$ cat src/rtl/rfhc_defines.vh
// Constants for the radio frame-handling control block
`ifndef RFHC_DEFINES_VH
`define RFHC_DEFINES_VH

// Register indices; the byte address is four times the index
`define RFHC_IDX_CTRL_A     16'h6189
`define RFHC_IDX_CTRL_B     16'h618a
`define RFHC_IDX_MASK       16'h618b
`define RFHC_IDX_MASK_SET   16'h618c
`define RFHC_IDX_MASK_CLR   16'h618d
`define RFHC_IDX_STROBE     16'h61f0
`define RFHC_IDX_RSSI       16'h61f1

// Field positions in frame_handling_ctrl_a
`define RFHC_A_AUTOACK      5
`define RFHC_A_PEAK         4
`define RFHC_A_RXM_HI       3
`define RFHC_A_RXM_LO       2
`define RFHC_A_TXM_HI       1
`define RFHC_A_TXM_LO       0

// Field positions in frame_handling_ctrl_b
`define RFHC_B_PEND_FORCE   2
`define RFHC_B_UF_BYPASS    1
`define RFHC_B_MASK_ON_TX   0

// Bit of the strobe register that fires the transmit-on strobe
`define RFHC_STB_TXON       0
// Mask bit set by the transmit-on strobe
`define RFHC_MASK_TX_BIT    6

// Reset values
`define RFHC_CTRL_A_RST     8'h40
`define RFHC_CTRL_B_RST     8'h01
`define RFHC_MASK_RST       8'h00

// Mode codes for the receive and transmit fields
`define RFHC_RXM_NORMAL     2'h0
`define RFHC_RXM_LOOP       2'h2
`define RFHC_RXM_NOSYNC     2'h3
`define RFHC_TXM_NORMAL     2'h0
`define RFHC_TXM_LOOP       2'h2
`define RFHC_TXM_PRBS       2'h3

// Acknowledge turnaround: 12 symbols of 16 us, at a 25 MHz clock
`define RFHC_SYMBOLS_ACK    12
`define RFHC_SYMBOL_NS      16000
`define RFHC_CLK_MHZ        25
// 12 x 16000 ns x 25 / 1000 = 4800 cycles, sized for the 16-bit turnaround counter
`define RFHC_ACK_DELAY_CYC  16'd4800

`endif

$ cat src/rtl/rfhc_top.v
// Frame-handling control registers and their radio-side effects
`timescale 1ns/100ps
`include "rfhc_defines.vh"

module rfhc_top #(
    parameter [15:0] ACK_DELAY_CYC = `RFHC_ACK_DELAY_CYC  // Long count, shortened in simulation
) (
    // Clock and reset
    input  wire        hclk,
    input  wire        hresetn,

    // Bus address phase
    input  wire        hsel,
    input  wire [31:0] haddr,
    input  wire [1:0]  htrans,
    input  wire        hwrite,
    input  wire [2:0]  hsize,
    // Bus data phase and response
    input  wire [31:0] hwdata,
    input  wire        hready,
    output reg  [31:0] hrdata,
    output reg         hreadyout,
    output reg         hresp,

    // Frame status from the receiver
    input  wire        frame_done,
    input  wire        frame_accepted,
    input  wire        frame_ack_req,
    input  wire        frame_crc_ok,
    input  wire        fsm_pending,
    // Signal strength and FIFO status
    input  wire [7:0]  rssi_sample,
    input  wire        rssi_valid,
    input  wire        rx_fifo_overflow,
    input  wire        tx_fifo_underflow,

    // Acknowledge and strength controls
    output reg         ack_start,
    output reg         ack_pending,
    output reg  [7:0]  rssi_value,
    // Receiver controls
    output reg         rx_sfd_search_en,
    output reg         rx_fifo_wrap,
    output reg         rx_stop,
    // Transmitter controls
    output reg         tx_fifo_loop,
    output reg         tx_prbs_sel,
    output reg         tx_length_exact,
    output reg         tx_underflow_flag,
    output reg         tx_abort,
    // Receive-enable mask and its summary
    output reg         rx_on_request,
    output reg  [7:0]  receive_enable_mask
);

    // Control and mask storage
    reg  [7:0]  ctrl_a_reg;            // frame_handling_ctrl_a
    reg  [7:0]  ctrl_a_next;
    reg  [2:0]  ctrl_b_reg;            // frame_handling_ctrl_b, low bits only
    reg  [2:0]  ctrl_b_next;
    reg  [7:0]  mask_next;             // Next value of the receive-enable mask
    // Strength tracking
    reg  [7:0]  peak_reg;              // Highest strength since peak-hold began
    reg  [7:0]  peak_next;
    reg  [7:0]  latest_reg;            // Most recent strength sample
    // Acknowledge timing
    reg  [15:0] ack_cnt_reg;           // Cycles left before the ack starts
    reg  [15:0] ack_cnt_next;
    reg         ack_start_next;

    // Reset value of the stored low bits of frame_handling_ctrl_b
    localparam [7:0] CTRL_B_RST = `RFHC_CTRL_B_RST;

    // The address and the data of one transfer stand in different cycles
    // Captured address phase, used in the data phase
    reg         wr_pend_reg;           // A write waits for its data
    reg  [29:0] wr_idx_reg;            // Word index of that write
    reg  [31:0] rdata_next;

    // Decoded fields
    wire [1:0]  rx_mode;
    wire [1:0]  tx_mode;
    wire        autoack_on;
    wire        peak_on;
    wire        addr_phase;
    wire        wr_a;
    wire        wr_b;
    wire        wr_set;
    wire        wr_clr;
    wire        wr_stb;
    wire        txon_strobe;
    wire [7:0]  wbyte;

    // Field views of the stored control bits
    assign rx_mode    = ctrl_a_reg[`RFHC_A_RXM_HI:`RFHC_A_RXM_LO];
    assign tx_mode    = ctrl_a_reg[`RFHC_A_TXM_HI:`RFHC_A_TXM_LO];
    assign autoack_on = ctrl_a_reg[`RFHC_A_AUTOACK];
    assign peak_on    = ctrl_a_reg[`RFHC_A_PEAK];

    // A transfer is taken when selected, active and the bus is ready
    assign addr_phase = hsel & htrans[1] & hready;

    // Only the low byte of the write data is used
    assign wbyte  = hwdata[7:0];

    // Word indices of the writable registers, one 16-bit slot per decoder
    localparam [79:0] WR_IDX_LIST = {`RFHC_IDX_STROBE,      // Slot 4
                                     `RFHC_IDX_MASK_CLR,    // Slot 3
                                     `RFHC_IDX_MASK_SET,    // Slot 2
                                     `RFHC_IDX_CTRL_B,      // Slot 1
                                     `RFHC_IDX_CTRL_A};     // Slot 0
    wire [4:0]  wr_hit;                // Data-phase write strobe per slot

    // One index decoder per writable register; a write lands at the end of its data phase
    genvar g;
    generate
        for (g = 0; g < 5; g = g + 1) begin : g_wr_match
            rfhc_word_match #(
                .IDX (WR_IDX_LIST[g*16 +: 16])
            ) rfhc_word_match_inst (
                .pend (wr_pend_reg),
                .idx  (wr_idx_reg),
                .hit  (wr_hit[g])
            );
        end
    endgenerate

    // Named strobes for the register processes
    assign wr_a   = wr_hit[0];
    assign wr_b   = wr_hit[1];
    assign wr_set = wr_hit[2];
    assign wr_clr = wr_hit[3];
    assign wr_stb = wr_hit[4];

    // Transmit-on strobe fires on a write of one to its strobe bit
    assign txon_strobe = wr_stb & wbyte[`RFHC_STB_TXON];

    // Bus slave: zero wait states, so hreadyout stays high and the answer is always OKAY
    // Read data comes from a flip-flop loaded in the address phase, so no wait state is needed
    always @(posedge hclk or negedge hresetn) begin
        if (!hresetn) begin
            wr_pend_reg <= 1'b0;
            wr_idx_reg  <= 30'h00000000;
            hrdata      <= 32'h00000000;
            // Ready stands high in reset, so a transfer may follow the release at once
            hreadyout   <= 1'b1;
            hresp       <= 1'b0;
        end else begin
            // A write is remembered for one cycle only, its data phase
            wr_pend_reg <= addr_phase & hwrite;
            wr_idx_reg  <= haddr[31:2];
            hrdata      <= rdata_next;
            hreadyout   <= 1'b1;
            hresp       <= 1'b0;
        end
    end

    // Read mux, sampled at the address phase so data stands through the data phase
    always @* begin
        rdata_next = 32'h00000000;
        // Misaligned reads return zero instead of a shifted byte
        if (addr_phase & !hwrite & (haddr[1:0] == 2'h0)) begin
            case (haddr[31:2])
                {14'h0000, `RFHC_IDX_CTRL_A}: rdata_next = {24'h000000, ctrl_a_reg};
                // Bits 7..3 are not stored, so they read as zero
                {14'h0000, `RFHC_IDX_CTRL_B}: rdata_next = {29'h00000000, ctrl_b_reg};
                {14'h0000, `RFHC_IDX_MASK}:   rdata_next = {24'h000000, receive_enable_mask};
                // Strength reads show the report selected by peak-hold
                {14'h0000, `RFHC_IDX_RSSI}:   rdata_next = {24'h000000, rssi_value};
                // Set, clear and strobe registers read as zero, as do unmapped words
                default:                      rdata_next = 32'h00000000;
            endcase
        end
    end

    // Control register writes; the reserved receive and transmit codes are stored as written
    always @* begin
        // Hold unless written
        ctrl_a_next = ctrl_a_reg;
        ctrl_b_next = ctrl_b_reg;
        if (wr_a) begin
            // Bits 7 and 6 of control a are kept as plain storage
            ctrl_a_next = wbyte;
        end
        if (wr_b) begin
            // Upper bits of the written byte are dropped
            ctrl_b_next = wbyte[2:0];
        end
    end

    // Receive-enable mask: bus set and clear win over the strobe on a shared bit
    // One bus cannot write and fire the strobe in one cycle; the order still fixes who wins
    always @* begin
        mask_next = receive_enable_mask;
        if (txon_strobe & ctrl_b_reg[`RFHC_B_MASK_ON_TX]) begin
            mask_next[`RFHC_MASK_TX_BIT] = 1'b1;
        end
        // Set register ORs the written byte into the mask
        if (wr_set) begin
            mask_next = mask_next | wbyte;
        end
        // Clear register removes the written ones
        if (wr_clr) begin
            mask_next = mask_next & ~wbyte;
        end
    end

    // Peak tracking restarts from the newest sample when peak-hold is off
    // Samples are signed, so a negative reading never beats a positive peak
    always @* begin
        peak_next = peak_reg;
        if (!peak_on) begin
            peak_next = latest_reg;
        end else if (rssi_valid && ($signed(rssi_sample) > $signed(peak_reg))) begin
            peak_next = rssi_sample;
        end
    end

    // Acknowledge turnaround timer
    // A new good frame restarts the count; of two close frames only the last is acknowledged
    always @* begin
        ack_cnt_next   = ack_cnt_reg;
        ack_start_next = 1'b0;
        if (!autoack_on) begin
            // Clearing autoack also drops a pending ack
            ack_cnt_next = 16'h0000;
        end else if (frame_done & frame_accepted & frame_ack_req & frame_crc_ok) begin
            ack_cnt_next = ACK_DELAY_CYC;
        end else if (ack_cnt_reg != 16'h0000) begin
            // Count down toward the pulse
            ack_cnt_next = ack_cnt_reg - 16'h0001;
            // Pulse on the last cycle of the wait
            if (ack_cnt_reg == 16'h0001) begin
                ack_start_next = 1'b1;
            end
        end
    end

    // Register state
    always @(posedge hclk or negedge hresetn) begin
        if (!hresetn) begin
            // Control fields start from their reset codes
            ctrl_a_reg          <= `RFHC_CTRL_A_RST;
            ctrl_b_reg          <= CTRL_B_RST[2:0];
            // Empty mask: no receiver request after reset
            receive_enable_mask <= `RFHC_MASK_RST;
            latest_reg          <= 8'h00;
            peak_reg            <= 8'h00;
            ack_cnt_reg         <= 16'h0000;
            ack_start           <= 1'b0;
        end else begin
            ctrl_a_reg          <= ctrl_a_next;
            ctrl_b_reg          <= ctrl_b_next;
            receive_enable_mask <= mask_next;

            // Latest strength only moves on a valid sample
            if (rssi_valid) begin
                latest_reg <= rssi_sample;
            end
            peak_reg            <= peak_next;
            ack_cnt_reg         <= ack_cnt_next;
            ack_start           <= ack_start_next;
        end
    end

    // Radio-side control outputs, each from its own flip-flop
    // Registering the levels costs a cycle of latency but keeps decode glitches off the radio
    always @(posedge hclk or negedge hresetn) begin
        if (!hresetn) begin
            ack_pending       <= 1'b0;
            rssi_value        <= 8'h00;
            // Search stays enabled in reset, as in the normal receive mode
            rx_sfd_search_en  <= 1'b1;
            rx_fifo_wrap      <= 1'b0;
            rx_stop           <= 1'b0;
            tx_fifo_loop      <= 1'b0;
            tx_prbs_sel       <= 1'b0;
            tx_length_exact   <= 1'b0;
            tx_underflow_flag <= 1'b0;
            tx_abort          <= 1'b0;
            rx_on_request     <= 1'b0;
        end else begin
            // Forced pending bit overrides the state machine and filtering
            ack_pending      <= ctrl_b_reg[`RFHC_B_PEND_FORCE] | fsm_pending;
            // Reported strength follows the peak-hold selection
            rssi_value       <= peak_on ? peak_reg : latest_reg;

            // Only code 11 stops the start-of-frame search; 01 behaves as normal
            rx_sfd_search_en <= (rx_mode != `RFHC_RXM_NOSYNC);
            rx_fifo_wrap     <= (rx_mode == `RFHC_RXM_LOOP);
            // Overflow halts reception except while the FIFO loops
            rx_stop          <= rx_fifo_overflow & (rx_mode != `RFHC_RXM_LOOP);

            // Reserved code 01 falls into the normal decode in both mode fields
            tx_fifo_loop     <= (tx_mode == `RFHC_TXM_LOOP);
            tx_prbs_sel      <= (tx_mode == `RFHC_TXM_PRBS);
            // Bypass set: the byte count comes from the frame-length field
            tx_length_exact  <= ctrl_b_reg[`RFHC_B_UF_BYPASS];

            // Underflow is meaningless when looping or sending pseudorandom data
            tx_underflow_flag <= tx_fifo_underflow & tx_mode[1] == 1'b0;
            // Abort only in the FIFO-driven modes and only without the bypass
            tx_abort         <= tx_fifo_underflow & !tx_mode[1]
                                & !ctrl_b_reg[`RFHC_B_UF_BYPASS];

            // Any set mask bit keeps the receiver requested on
            rx_on_request    <= (receive_enable_mask != 8'h00);
        end
    end

endmodule // rfhc_top

// Write-strobe decoder: one register index against the captured word index
module rfhc_word_match #(
    parameter [15:0] IDX = 16'h0000    // Register index this decoder answers to
) (
    input  wire        pend,           // A write data phase is under way
    input  wire [29:0] idx,            // Word index captured in the address phase
    output wire        hit             // The pending write targets this register
);

    // Upper index bits must be zero, so aliases higher in the address space are ignored
    assign hit = pend & (idx == {14'h0000, IDX});

endmodule // rfhc_word_match

$ cat config.mk
export PLATFORM = sky130hd
export DESIGN_NAME = rfhc_top
export DESIGN_NICKNAME = d
export VERILOG_FILES = /design/src/rtl/rfhc_top.v
export VERILOG_INCLUDE_DIRS = /design/src /design/src/rtl
export SDC_FILE = /design/constraint.sdc
export NUM_CORES = 1
export LEC_CHECK = 0
export BUFFER_PORTS_ARGS = -buffer_cell sky130_fd_sc_hd__buf_4
export CAP_MARGIN = 20
export CORE_MARGIN = 3
export CORE_UTILIZATION = 50
export DETAILED_ROUTE_END_ITERATION = 6
export PLACE_DENSITY_LB_ADDON = 0.25
export SLEW_MARGIN = 20
export SYNTH_ARGS = -nofsm -noshare
export SYNTH_HDL_FRONTEND = slang
export SYNTH_SLANG_ARGS = --single-unit
$ cat constraint.sdc
create_clock -name hclk -period 2.6 [get_ports hclk]
set_clock_uncertainty 0.15 [all_clocks]
set_input_delay 0.52 -clock hclk [delete_from_list [all_inputs] [get_ports hclk]]
set_output_delay 0.52 -clock hclk [all_outputs]
set_load 0.05 [all_outputs]
==> run_results.csv, run 1 <==
group,metric,value,unit
logic_synthesis,yosysSeqAreaShare,56.7,%
detailed_routing,drc,0,
worst_setup_path,cp_num_buf_inv,1,
pwr,p_sw,0.903,mW
worst_setup_path,reg2reg_depth,6,
logic_synthesis,synth_top_cells_by_area,"dfrtp_1 (55%), mux2_2 (7.0%), buf_4 (4.0%)",
finish,largest_register_ffs,30,
pwr,peakVddDrop,0.000292,V
pwr,p_leak,2.83,nW
outcome,status,"complete, no violations",
pwr,power,3.33,mW
pwr,cellInternalPower,2.43,mW
floorplanning,dieHeight,104,µm
sta,rsz0062_at_grt,"no",
detailed_routing,route.vias.total,3471,
worst_setup_path,crit_chain,"inv_1, ha_1, nor4b_1, or3b_1, o21ai_0, a21oi_1",
worst_setup_path,crit_required,2.69,ns
worst_setup_path,critPathArrivalTime,2.52,ns
finish,final_area,5880,µm²
floorplanning,start_util,51.9,%
logic_synthesis,ys.flop_type,"dfrtp_1",
floorplanning,coreArea,9280,µm²
finish,drive_above_1_share,31.3,%
finish,final_net_count,620,
detailed_routing,dr.pass1.iters,4,
worst_setup_path,critical-path-top-delay-family,"simple AND/OR/NAND/NOR gates",
clock_tree,cts_buffers,9,
logic_synthesis,synth_edf_count,0,
finish,utilization,63.3,%
clock_tree,ctsRootBufferMaster,"clkbuf_8",
worst_setup_path,rr_endpoint,"ack_cnt_reg[6]",
sta,fin_crit_sh,93.7,%
place,dpl.cell_count,636,
clock_tree,clk_latency,0.37,ns
global_routing,grt_max_degree,35,
logic_synthesis,avgSynthCellArea,11.7,µm²
worst_setup_path,endpoint_kind,"flip-flop",
detailed_routing,wire_per_inst,16.3,µm
floorplanning,ios,151,
global_routing,grt_overflow_total,0,
sta,timing.fmax,0.410,GHz
clock_tree,cts_max_level,3,
pwr,p_seq_share,54.0,%
logic_synthesis,syn_inst,412,
logic_synthesis,netlist.area_leader.share,55.0,%
global_routing,grt_pass1_wl,17500,µm
detailed_routing,wl,10600,µm
min_path,hold_depth,1,
global_routing,grt_util_all_layers,20.1,%
sta,post-route-min-period,2.44,ns
sta,slew_violations,0,
place,io_buffers,96,
worst_setup_path,crit_start,"ack_cnt_reg[0]",
clock_tree,cts_setup_buffers,0,
clock_tree,tritoncts,"done",
clock_tree,ctsHoldBuffers,1,
sta,slew_headroom,42.6,%
finish,diodes,0,
pwr,power.density,567,nW/µm²
worst_setup_path,crit_fanout,9,
sta,hold_viol_final,0,
finish,fill_cells,786,
worst_setup_path,ff2ff_setup_slack,0.16,ns
logic_synthesis,yosys_warnings,0,
min_path,hp-class,"input pin to flip-flop",
place,dp_hpwl,8050,µm
job,maxCapViolCount,0,
finish,area_delta_synth_final,22.0,%
worst_setup_path,critical-path-max-stage-delay,0.58,ns
logic_synthesis,async_flop_share,100,%
global_routing,antenna_found_initial,0,
pwr,p_comb_share,13.4,%
logic_synthesis,synth_area,4820,µm²
global_routing,grt_pass1_vias,3516,
place,place_congestion,0.837,
logic_synthesis,ys_seq_elements,109,
worst_setup_path,path_depth,6,
logic_synthesis,yosys.cell_types.count,52,
place,placed_area,5650,µm²
floorplanning,die_w,104,µm
floorplanning,die-area,10900,µm²
worst_setup_path,cp-start-kind,"flip-flop",
worst_setup_path,r2r-start,"ack_cnt_reg[0]",
clock_tree,cts.repair.resized,0,
detailed_routing,vias_per_cell,5.32,
worst_setup_path,cp-endpoint,"ack_cnt_reg[6]",
clock_tree,clockBufferDepth,2,
clock_tree,numClockSinks,109,
sta,fin_setup_tns,0,ns
floorplanning,fp-row-count,35,
pwr,switching_share,27.1,%
finish,final_cells,653,
worst_setup_path,crit_type,"flip-flop to flip-flop",
sta,worstMarginPinSlew,0.861,ns
sta,setup_viol,0,
logic_synthesis,yosys.area.top_type,"dfrtp_1",
detailed_routing,drt-initial-drc-count,164,
clock_tree,clk_pin_slew,0.10,ns
pwr,clock_power_share,32.6,%
detailed_routing,ant_nets,0,
worst_setup_path,slowest_stage,"or3b_1",
## power by group through the flow
stage	clock, mW	sequential (mW)	combinational (mW)
final	1.09	1.80	0.445
after global routing	1.18	1.81	0.485
after CTS	1.12	1.80	0.449
after detailed placement	0	1.83	0.446
after global placement	0	1.83	0.438
after floorplan	0	1.88	0.232
## metrics by stage
step	hold WS, ns	worst slack, ns
after detailed placement	0.277	0.248
after global placement	0.273	0.290
after global routing	0.0909	0.0198
after floorplan	0.0744	0.519
after CTS	0.0928	0.215
final	0.112	0.164
## cells in the mapped netlist (all sizes together), types with 2 or more instances
master and instances:
dfrtp 106, nor2 39, buf 31, mux2 30
a21oi 20, inv 16, nand2 13, nand3 13
nor4 13, nand4 12, ha 11, o211ai 11
a31oi 9, nor2b 9, a222oi 8, nor3 8
xor2 8, nor4b 7, o21ai 7, clkbuf 4
xnor2 4, dfstp 3, and2 2, and3 2
conb 2, nand3b 2, nor3b 2, o31ai 2
or2 2
## layer usage
metal | GRT usage [%] | wire, µm
met3 | 3.79 | 534
met2 | 34.8 | 5640
met5 | 0 | 0
met4 | 6.74 | 174
met1 | 25.5 | 4290
## worst reg2reg max path: stages (launching register included)
cell     delay (ns)
dfrtp_1        0.45
inv_1          0.11
ha_1           0.16
nor4b_1        0.37
or3b_1         0.58
o21ai_0        0.41
a21oi_1        0.08
## worst min path at each step
| stage | start | to | slack (ns) |
|---|---|---|---|
| 4_1_cts | haddr[15] | wr_idx_reg[13] | 0.09 |
| 3_5_place_dp | ctrl_b_reg[1] | tx_length_exact | 0.28 |
| 2_1_floorplan | hresetn | asynchronous set/reset pin | 0.07 |
| 6_report | haddr[15] | wr_idx_reg[13] | 0.11 |
| 3_3_place_gp | ctrl_b_reg[1] | tx_length_exact | 0.27 |
| 5_1_grt | haddr[9] | wr_idx_reg[7] | 0.09 |
## cells by family (layout without fill, tap and decap cells)
group	Yosys count	count (layout)	share of synthesized area, %
buffers and inverters	51	139	6.23
xor gates and xnor gates	12	12	2.18
DFF	109	109	56.7
adders and majority gates	11	11	2.86
muxes	30	30	7.01
other	2	26	0.156
AOI/OAI and AO/OA	65	65	9.24
and+or+nand+nor	132	132	15.7
## cell usage in the layout, fill, tap and decap left out, types with 9 or more instances in the layout
cell      instances
nand2_1          13
nand4_1          12
mux2_2           30
nor2_1           38
ha_1             11
inv_1            16
a21oi_1          20
nor4_1           11
nand3_1          13
conb_1           26
dfrtp_1         106
a31oi_1           9
o211ai_1          9
buf_4           104
clkbuf_8         11
nor2b_1           9
## final cells by class
| type | count | area [µm²] | area share (%) |
|---|---|---|---|
| tap | 129 | 161 | 2.75 |
| sequential | 109 | 2730 | 46.5 |
| timing repair buffer | 107 | 831 | 14.1 |
| clock buffer | 11 | 151 | 2.58 |
| multi-input combinational | 276 | 1880 | 31.9 |
| clock inverter | 5 | 65.1 | 1.11 |
| inverter | 16 | 60.1 | 1.02 |
Note: power is estimated with default switching activity, not from simulation.
==> run 2, diff against run 1 <==
Clock period 2.6 ns to 2.5 ns, I/O delays scaled along.
==> run_results.csv, run 2 (synthesized netlist as in run 1, its figures left out) <==
group,metric,value,unit
sta,slew_headroom,47.3,%
pwr,p_leak,2.79,nW
global_routing,grt_overflow_total,0,
worst_setup_path,crit_fanout,8,
clock_tree,cts_buffers,9,
place,dp_hpwl,8240,µm
sta,setup_viol,0,
global_routing,grt_pass1_wl,17600,µm
sta,worstMarginPinSlew,0.790,ns
floorplanning,ios,151,
place,io_buffers,96,
floorplanning,die_w,104,µm
worst_setup_path,endpoint_kind,"flip-flop",
clock_tree,clk_latency,0.37,ns
global_routing,grt_util_all_layers,20.2,%
global_routing,grt_max_degree,39,
place,place_congestion,0.817,
sta,timing.fmax,0.437,GHz
finish,final_net_count,621,
detailed_routing,wl,10600,µm
worst_setup_path,critical-path-max-stage-delay,0.49,ns
pwr,power,3.32,mW
worst_setup_path,critPathArrivalTime,2.39,ns
detailed_routing,drc,0,
worst_setup_path,cp-start-kind,"flip-flop",
place,dpl.cell_count,637,
global_routing,antenna_found_initial,0,
outcome,status,"complete, no violations",
sta,post-route-min-period,2.29,ns
detailed_routing,wire_per_inst,16.1,µm
worst_setup_path,crit_chain,"nor4_1, nand4_1, nor4_4, buf_4, mux2_2",
worst_setup_path,critical-path-top-delay-family,"simple AND/OR/NAND/NOR gates",
worst_setup_path,slowest_stage,"nor4_1",
sta,rsz0062_at_grt,"no",
global_routing,grt_pass1_vias,3563,
clock_tree,cts_setup_buffers,0,
floorplanning,dieHeight,104,µm
clock_tree,clockBufferDepth,2,
clock_tree,numClockSinks,109,
worst_setup_path,cp_num_buf_inv,1,
finish,drive_above_1_share,31.6,%
sta,slew_violations,0,
floorplanning,start_util,51.9,%
pwr,peakVddDrop,0.000312,V
worst_setup_path,crit_required,2.60,ns
detailed_routing,drt-initial-drc-count,237,
job,maxCapViolCount,0,
finish,area_delta_synth_final,21.2,%
finish,utilization,62.9,%
detailed_routing,route.vias.total,3496,
floorplanning,fp-row-count,35,
pwr,power.density,568,nW/µm²
clock_tree,ctsRootBufferMaster,"clkbuf_8",
detailed_routing,vias_per_cell,5.35,
clock_tree,tritoncts,"done",
clock_tree,clk_pin_slew,0.10,ns
floorplanning,die-area,10900,µm²
clock_tree,cts_max_level,3,
worst_setup_path,ff2ff_setup_slack,0.21,ns
sta,fin_setup_tns,0,ns
floorplanning,coreArea,9280,µm²
worst_setup_path,crit_type,"flip-flop to flip-flop",
detailed_routing,ant_nets,0,
min_path,hp-class,"input pin to flip-flop",
detailed_routing,dr.pass1.iters,7,
finish,final_cells,654,
finish,diodes,0,
sta,hold_viol_final,0,
sta,fin_crit_sh,91.5,%
finish,largest_register_ffs,30,
finish,most-common-layout-cells,"dfrtp_1 (106), buf_4 (106), nor2_1 (38)",
## run 2: cell count changes in the layout (fill, tap and decap cells not counted), moves of 2 or more
cell	delta
clkinvlp_4	+3
buf_4	+2
clkbuf_8	-2
inv_6	-2
## run 2: area by class of cell
type	count	area (µm²)
multi-input cells	276	1880
clock inverters	7	60.1
well taps	129	161
inverters	16	60.1
repair buffers	108	826
flip-flops and latches	109	2730
fillers	771	3440
clock buffers	9	124
## run 2: final timing paths
check	depth (start not counted)	end	startpoint
max reg2reg	5	ctrl_a_reg[0]	wr_idx_reg[17]
max in group asynchronous	3	tx_abort	hresetn
min reg2reg	0	tx_length_exact	ctrl_b_reg[1]
min in group asynchronous	2	wr_idx_reg[7]	hresetn
max	5	ctrl_a_reg[0]	wr_idx_reg[17]
min	1	wr_idx_reg[19]	haddr[21]
## run 2: power breakdown
| group | switching (mW) | leakage, nW | internal, mW | total [mW] |
|---|---|---|---|---|
| sequential | 0.0453 | 1.37 | 1.83 | 1.87 |
| combinational | 0.295 | 1.34 | 0.163 | 0.458 |
| clock | 0.610 | 0.0840 | 0.376 | 0.985 |
## run 2: metal layers
| metal | vias up | track usage, % | wire (µm) |
|---|---|---|---|
| met1 | 1709 | 24.7 | 4430 |
| met5 | - | 0 | 0 |
| li1 | 1665 | - | - |
| met2 | 101 | 35.1 | 5410 |
| met4 | 0 | 7.79 | 269 |
| met3 | 21 | 4.47 | 459 |
## run 2: what timing repair did
action	in CTS	in global routing
endpoints found under the hold margin	33	0
hold buffers	1	0
setup endpoints to repair	0	3
resized for setup	0	2
## run 2: metrics by stage
stage / cell area [µm²] / hold slack (ns) / setup slack [ns]
after floorplan: 4910 / 0.0544 / 0.439
after global placement: 5650 / 0.271 / 0.0767
after detailed placement: 5650 / 0.278 / 0.0408
after CTS: 5840 / 0.0704 / 0.108
after global routing: 5840 / 0.0645 / 0.00287
final: 5840 / 0.0869 / 0.212
==> run 3, diff against run 2 <==
Settings changed: ABC_AREA set to 1.
==> run_results.csv, run 3 <==
group,metric,value,unit
outcome,status,"complete, no violations",
place,io_buffers,96,
worst_setup_path,rr_endpoint,"peak_reg[2]",
worst_setup_path,slowest_stage,"dfrtp_1",
logic_synthesis,avgSynthCellArea,8.65,µm²
logic_synthesis,synth_fa_ha_area_share,2.62,%
detailed_routing,wl,12100,µm
floorplanning,die-area,11800,µm²
sta,slew_violations,0,
sta,rsz0062_at_grt,"no",
logic_synthesis,ys.flop_type,"dfrtp_1",
worst_setup_path,critPathArrivalTime,2.12,ns
global_routing,grt_pass1_vias,4259,
detailed_routing,route.vias.total,4301,
sta,fin_setup_tns,0,ns
floorplanning,coreArea,10000,µm²
worst_setup_path,cp-start-kind,"flip-flop",
place,place_congestion,0.877,
pwr,power,4.85,mW
logic_synthesis,ys_seq_elements,109,
worst_setup_path,crit_start,"peak_reg[7]",
clock_tree,clockBufferDepth,2,
pwr,p_sw,1.81,mW
detailed_routing,vias_per_cell,5.07,
pwr,cellInternalPower,3.04,mW
logic_synthesis,netlist.area_leader.share,50.4,%
finish,fill_cells,915,
clock_tree,numClockSinks,109,
job,maxCapViolCount,0,
clock_tree,ctsRootBufferMaster,"clkbuf_8",
finish,final_net_count,811,
logic_synthesis,yosysMostFrequentCell,"nand2_1",
finish,largest_register_ffs,30,
min_path,hp-class,"input pin to flip-flop",
logic_synthesis,yosysSeqAreaShare,51.9,%
logic_synthesis,yosys_warnings,0,
detailed_routing,ant_nets,0,
logic_synthesis,synth_top_cells_by_area,"dfrtp_1 (50%), nand2_1 (9.1%), nor2_1 (6.1%)",
finish,final_common_cell,"nand2_1",
floorplanning,start_util,52.6,%
finish,multiInputGateArea,2080,µm²
logic_synthesis,yosys.cell_types.count,42,
place,placed_area,6040,µm²
clock_tree,clk_pin_slew,0.10,ns
worst_setup_path,crit_top_cell,"nand2_1",
sta,post-route-min-period,1.97,ns
detailed_routing,dr.pass1.iters,5,
sta,hold_viol_final,0,
logic_synthesis,synth_xor_area_share,0.833,%
logic_synthesis,yosys.area.top_type,"dfrtp_1",
finish,final_area,6250,µm²
logic_synthesis,synth_edf_count,0,
floorplanning,ios,151,
place,dpl.cell_count,831,
logic_synthesis,async_flop_share,100,%
pwr,clock_power_share,22.4,%
worst_setup_path,path_depth,10,
sta,fin_crit_sh,78.8,%
logic_synthesis,synth_top_family_by_area,"simple AND/OR/NAND/NOR gates",
logic_synthesis,synth-compound-area-share,4.54,%
worst_setup_path,critical-path-top-delay-family,"simple AND/OR/NAND/NOR gates",
finish,regArea,2730,µm²
floorplanning,dieHeight,109,µm
finish,utilization,62.5,%
worst_setup_path,crit_chain,"inv_1, ha_1, nand2_1, nor2_1, nand2_1, nand3_1, nand3_2, nand2_2, nand2_1, nand2_1",
pwr,power.density,776,nW/µm²
finish,most-common-layout-cells,"nand2_1 (127), dfrtp_1 (106), buf_4 (101)",
worst_setup_path,cp_num_buf_inv,1,
sta,slew_headroom,57.8,%
detailed_routing,drc,0,
global_routing,grt_overflow_total,0,
clock_tree,clk_latency,0.36,ns
sta,setup_viol,0,
global_routing,antenna_found_initial,0,
worst_setup_path,ff2ff_setup_slack,0.53,ns
pwr,p_seq_share,44.3,%
global_routing,grt_pass1_wl,20000,µm
sta,timing.fmax,0.508,GHz
detailed_routing,drt-initial-drc-count,244,
clock_tree,tritoncts,"done",
pwr,peakVddDrop,0.000421,V
worst_setup_path,r2r-start,"peak_reg[7]",
place,dp_hpwl,9300,µm
worst_setup_path,cp-endpoint,"peak_reg[2]",
worst_setup_path,reg2reg_depth,10,
finish,final_cells,848,
floorplanning,fp-row-count,36,
finish,drive_above_1_share,21.8,%
pwr,p_comb_share,33.3,%
detailed_routing,wire_per_inst,14.3,µm
worst_setup_path,crit_fanout,9,
global_routing,grt_max_degree,49,
finish,diodes,0,
worst_setup_path,endpoint_kind,"flip-flop",
global_routing,grt_util_all_layers,21.7,%
worst_setup_path,crit_type,"flip-flop to flip-flop",
clock_tree,cts_buffers,9,
finish,area_delta_synth_final,18.9,%
clock_tree,cts_setup_buffers,0,
logic_synthesis,synth_area,5260,µm²
logic_synthesis,muxShareOfSynthArea,0,%
clock_tree,cts_max_level,3,
worst_setup_path,crit_required,2.65,ns
pwr,switching_share,37.3,%
logic_synthesis,netlist_top_cells_count,"nand2_1 (127), dfrtp_1 (106), nor2_1 (85)",
pwr,p_leak,3.32,nW
logic_synthesis,synthSimpleGateAreaFrac,29.7,%
sta,worstMarginPinSlew,0.632,ns
worst_setup_path,critical-path-max-stage-delay,0.36,ns
floorplanning,die_w,109,µm
logic_synthesis,syn_inst,608,
run 3: cell count changes in the layout (fill, tap and decap cells not counted), moves of 13 or more:
cell | before | now
inv_1 | 16 | 62
nand4_1 | 12 | 25
nand2_1 | 13 | 127
nand3_1 | 13 | 46
nor2_1 | 38 | 85
mux2_2 | 30 | 0
run 3: metrics by stage:
step | setup WS [ns] | hold WS [ns]
after global routing | 0.360 | 0.0687
final | 0.530 | 0.0935
after floorplan | 0.697 | 0.0544
after detailed placement | 0.329 | 0.284
after CTS | 0.532 | 0.0741
after global placement | 0.388 | 0.284
run 3: worst min-delay path by stage:
stage | start | end | depth (start not counted)
3_3_place_gp | ctrl_b_reg[1] | tx_length_exact | 0
2_1_floorplan | hresetn | asynchronous set/reset pin | 0
6_report | haddr[13] | wr_idx_reg[11] | 1
3_5_place_dp | ctrl_b_reg[1] | tx_length_exact | 0
5_1_grt | haddr[19] | wr_idx_reg[17] | 1
4_1_cts | haddr[21] | wr_idx_reg[19] | 1
run 3: area by class of cell:
| type | count | share of cell area [%] |
|---|---|---|
| multi-input combinational | 418 | 33.3 |
| tap | 133 | 2.66 |
| clock inverter | 3 | 0.740 |
| inverter | 68 | 4.16 |
| timing repair buffer | 104 | 12.9 |
| sequential | 109 | 43.7 |
| clock buffer | 13 | 2.54 |
run 3: timing repair:
item	CTS	global route
hold endpoints to repair	4	0
gates resized for setup	0	0
hold buffers	1	0
run 3: logic make-up (layout without fill, tap and decap cells):
kind of cell               after synthesis  after routing
other                                    2             26
DFF                                    109            109
and+or+nand+nor                        332            332
buffers and inverters                  105            188
AOI/OAI and AO/OA                       44             44
xor gates and xnor gates                 5              5
adders and majority gates               11             11
run 3: power by group through the flow:
stage          Clock, mW  Combinational [mW]  Sequential (mW)
2_1_floorplan          0                1.11             2.24
3_3_place_gp           0                1.53             2.17
3_5_place_dp           0                1.58             2.18
4_1_cts             1.13                1.61             2.15
5_1_grt             1.20                1.80             2.17
6_report            1.09                1.61             2.15
run 3: layer usage:
layer  global-route usage, %  part of all wire (%)
met1                    27.9                    42
met3                    4.18                   6.0
met2                    36.9                    51
met4                    7.30                   1.5
met5                       0                     0
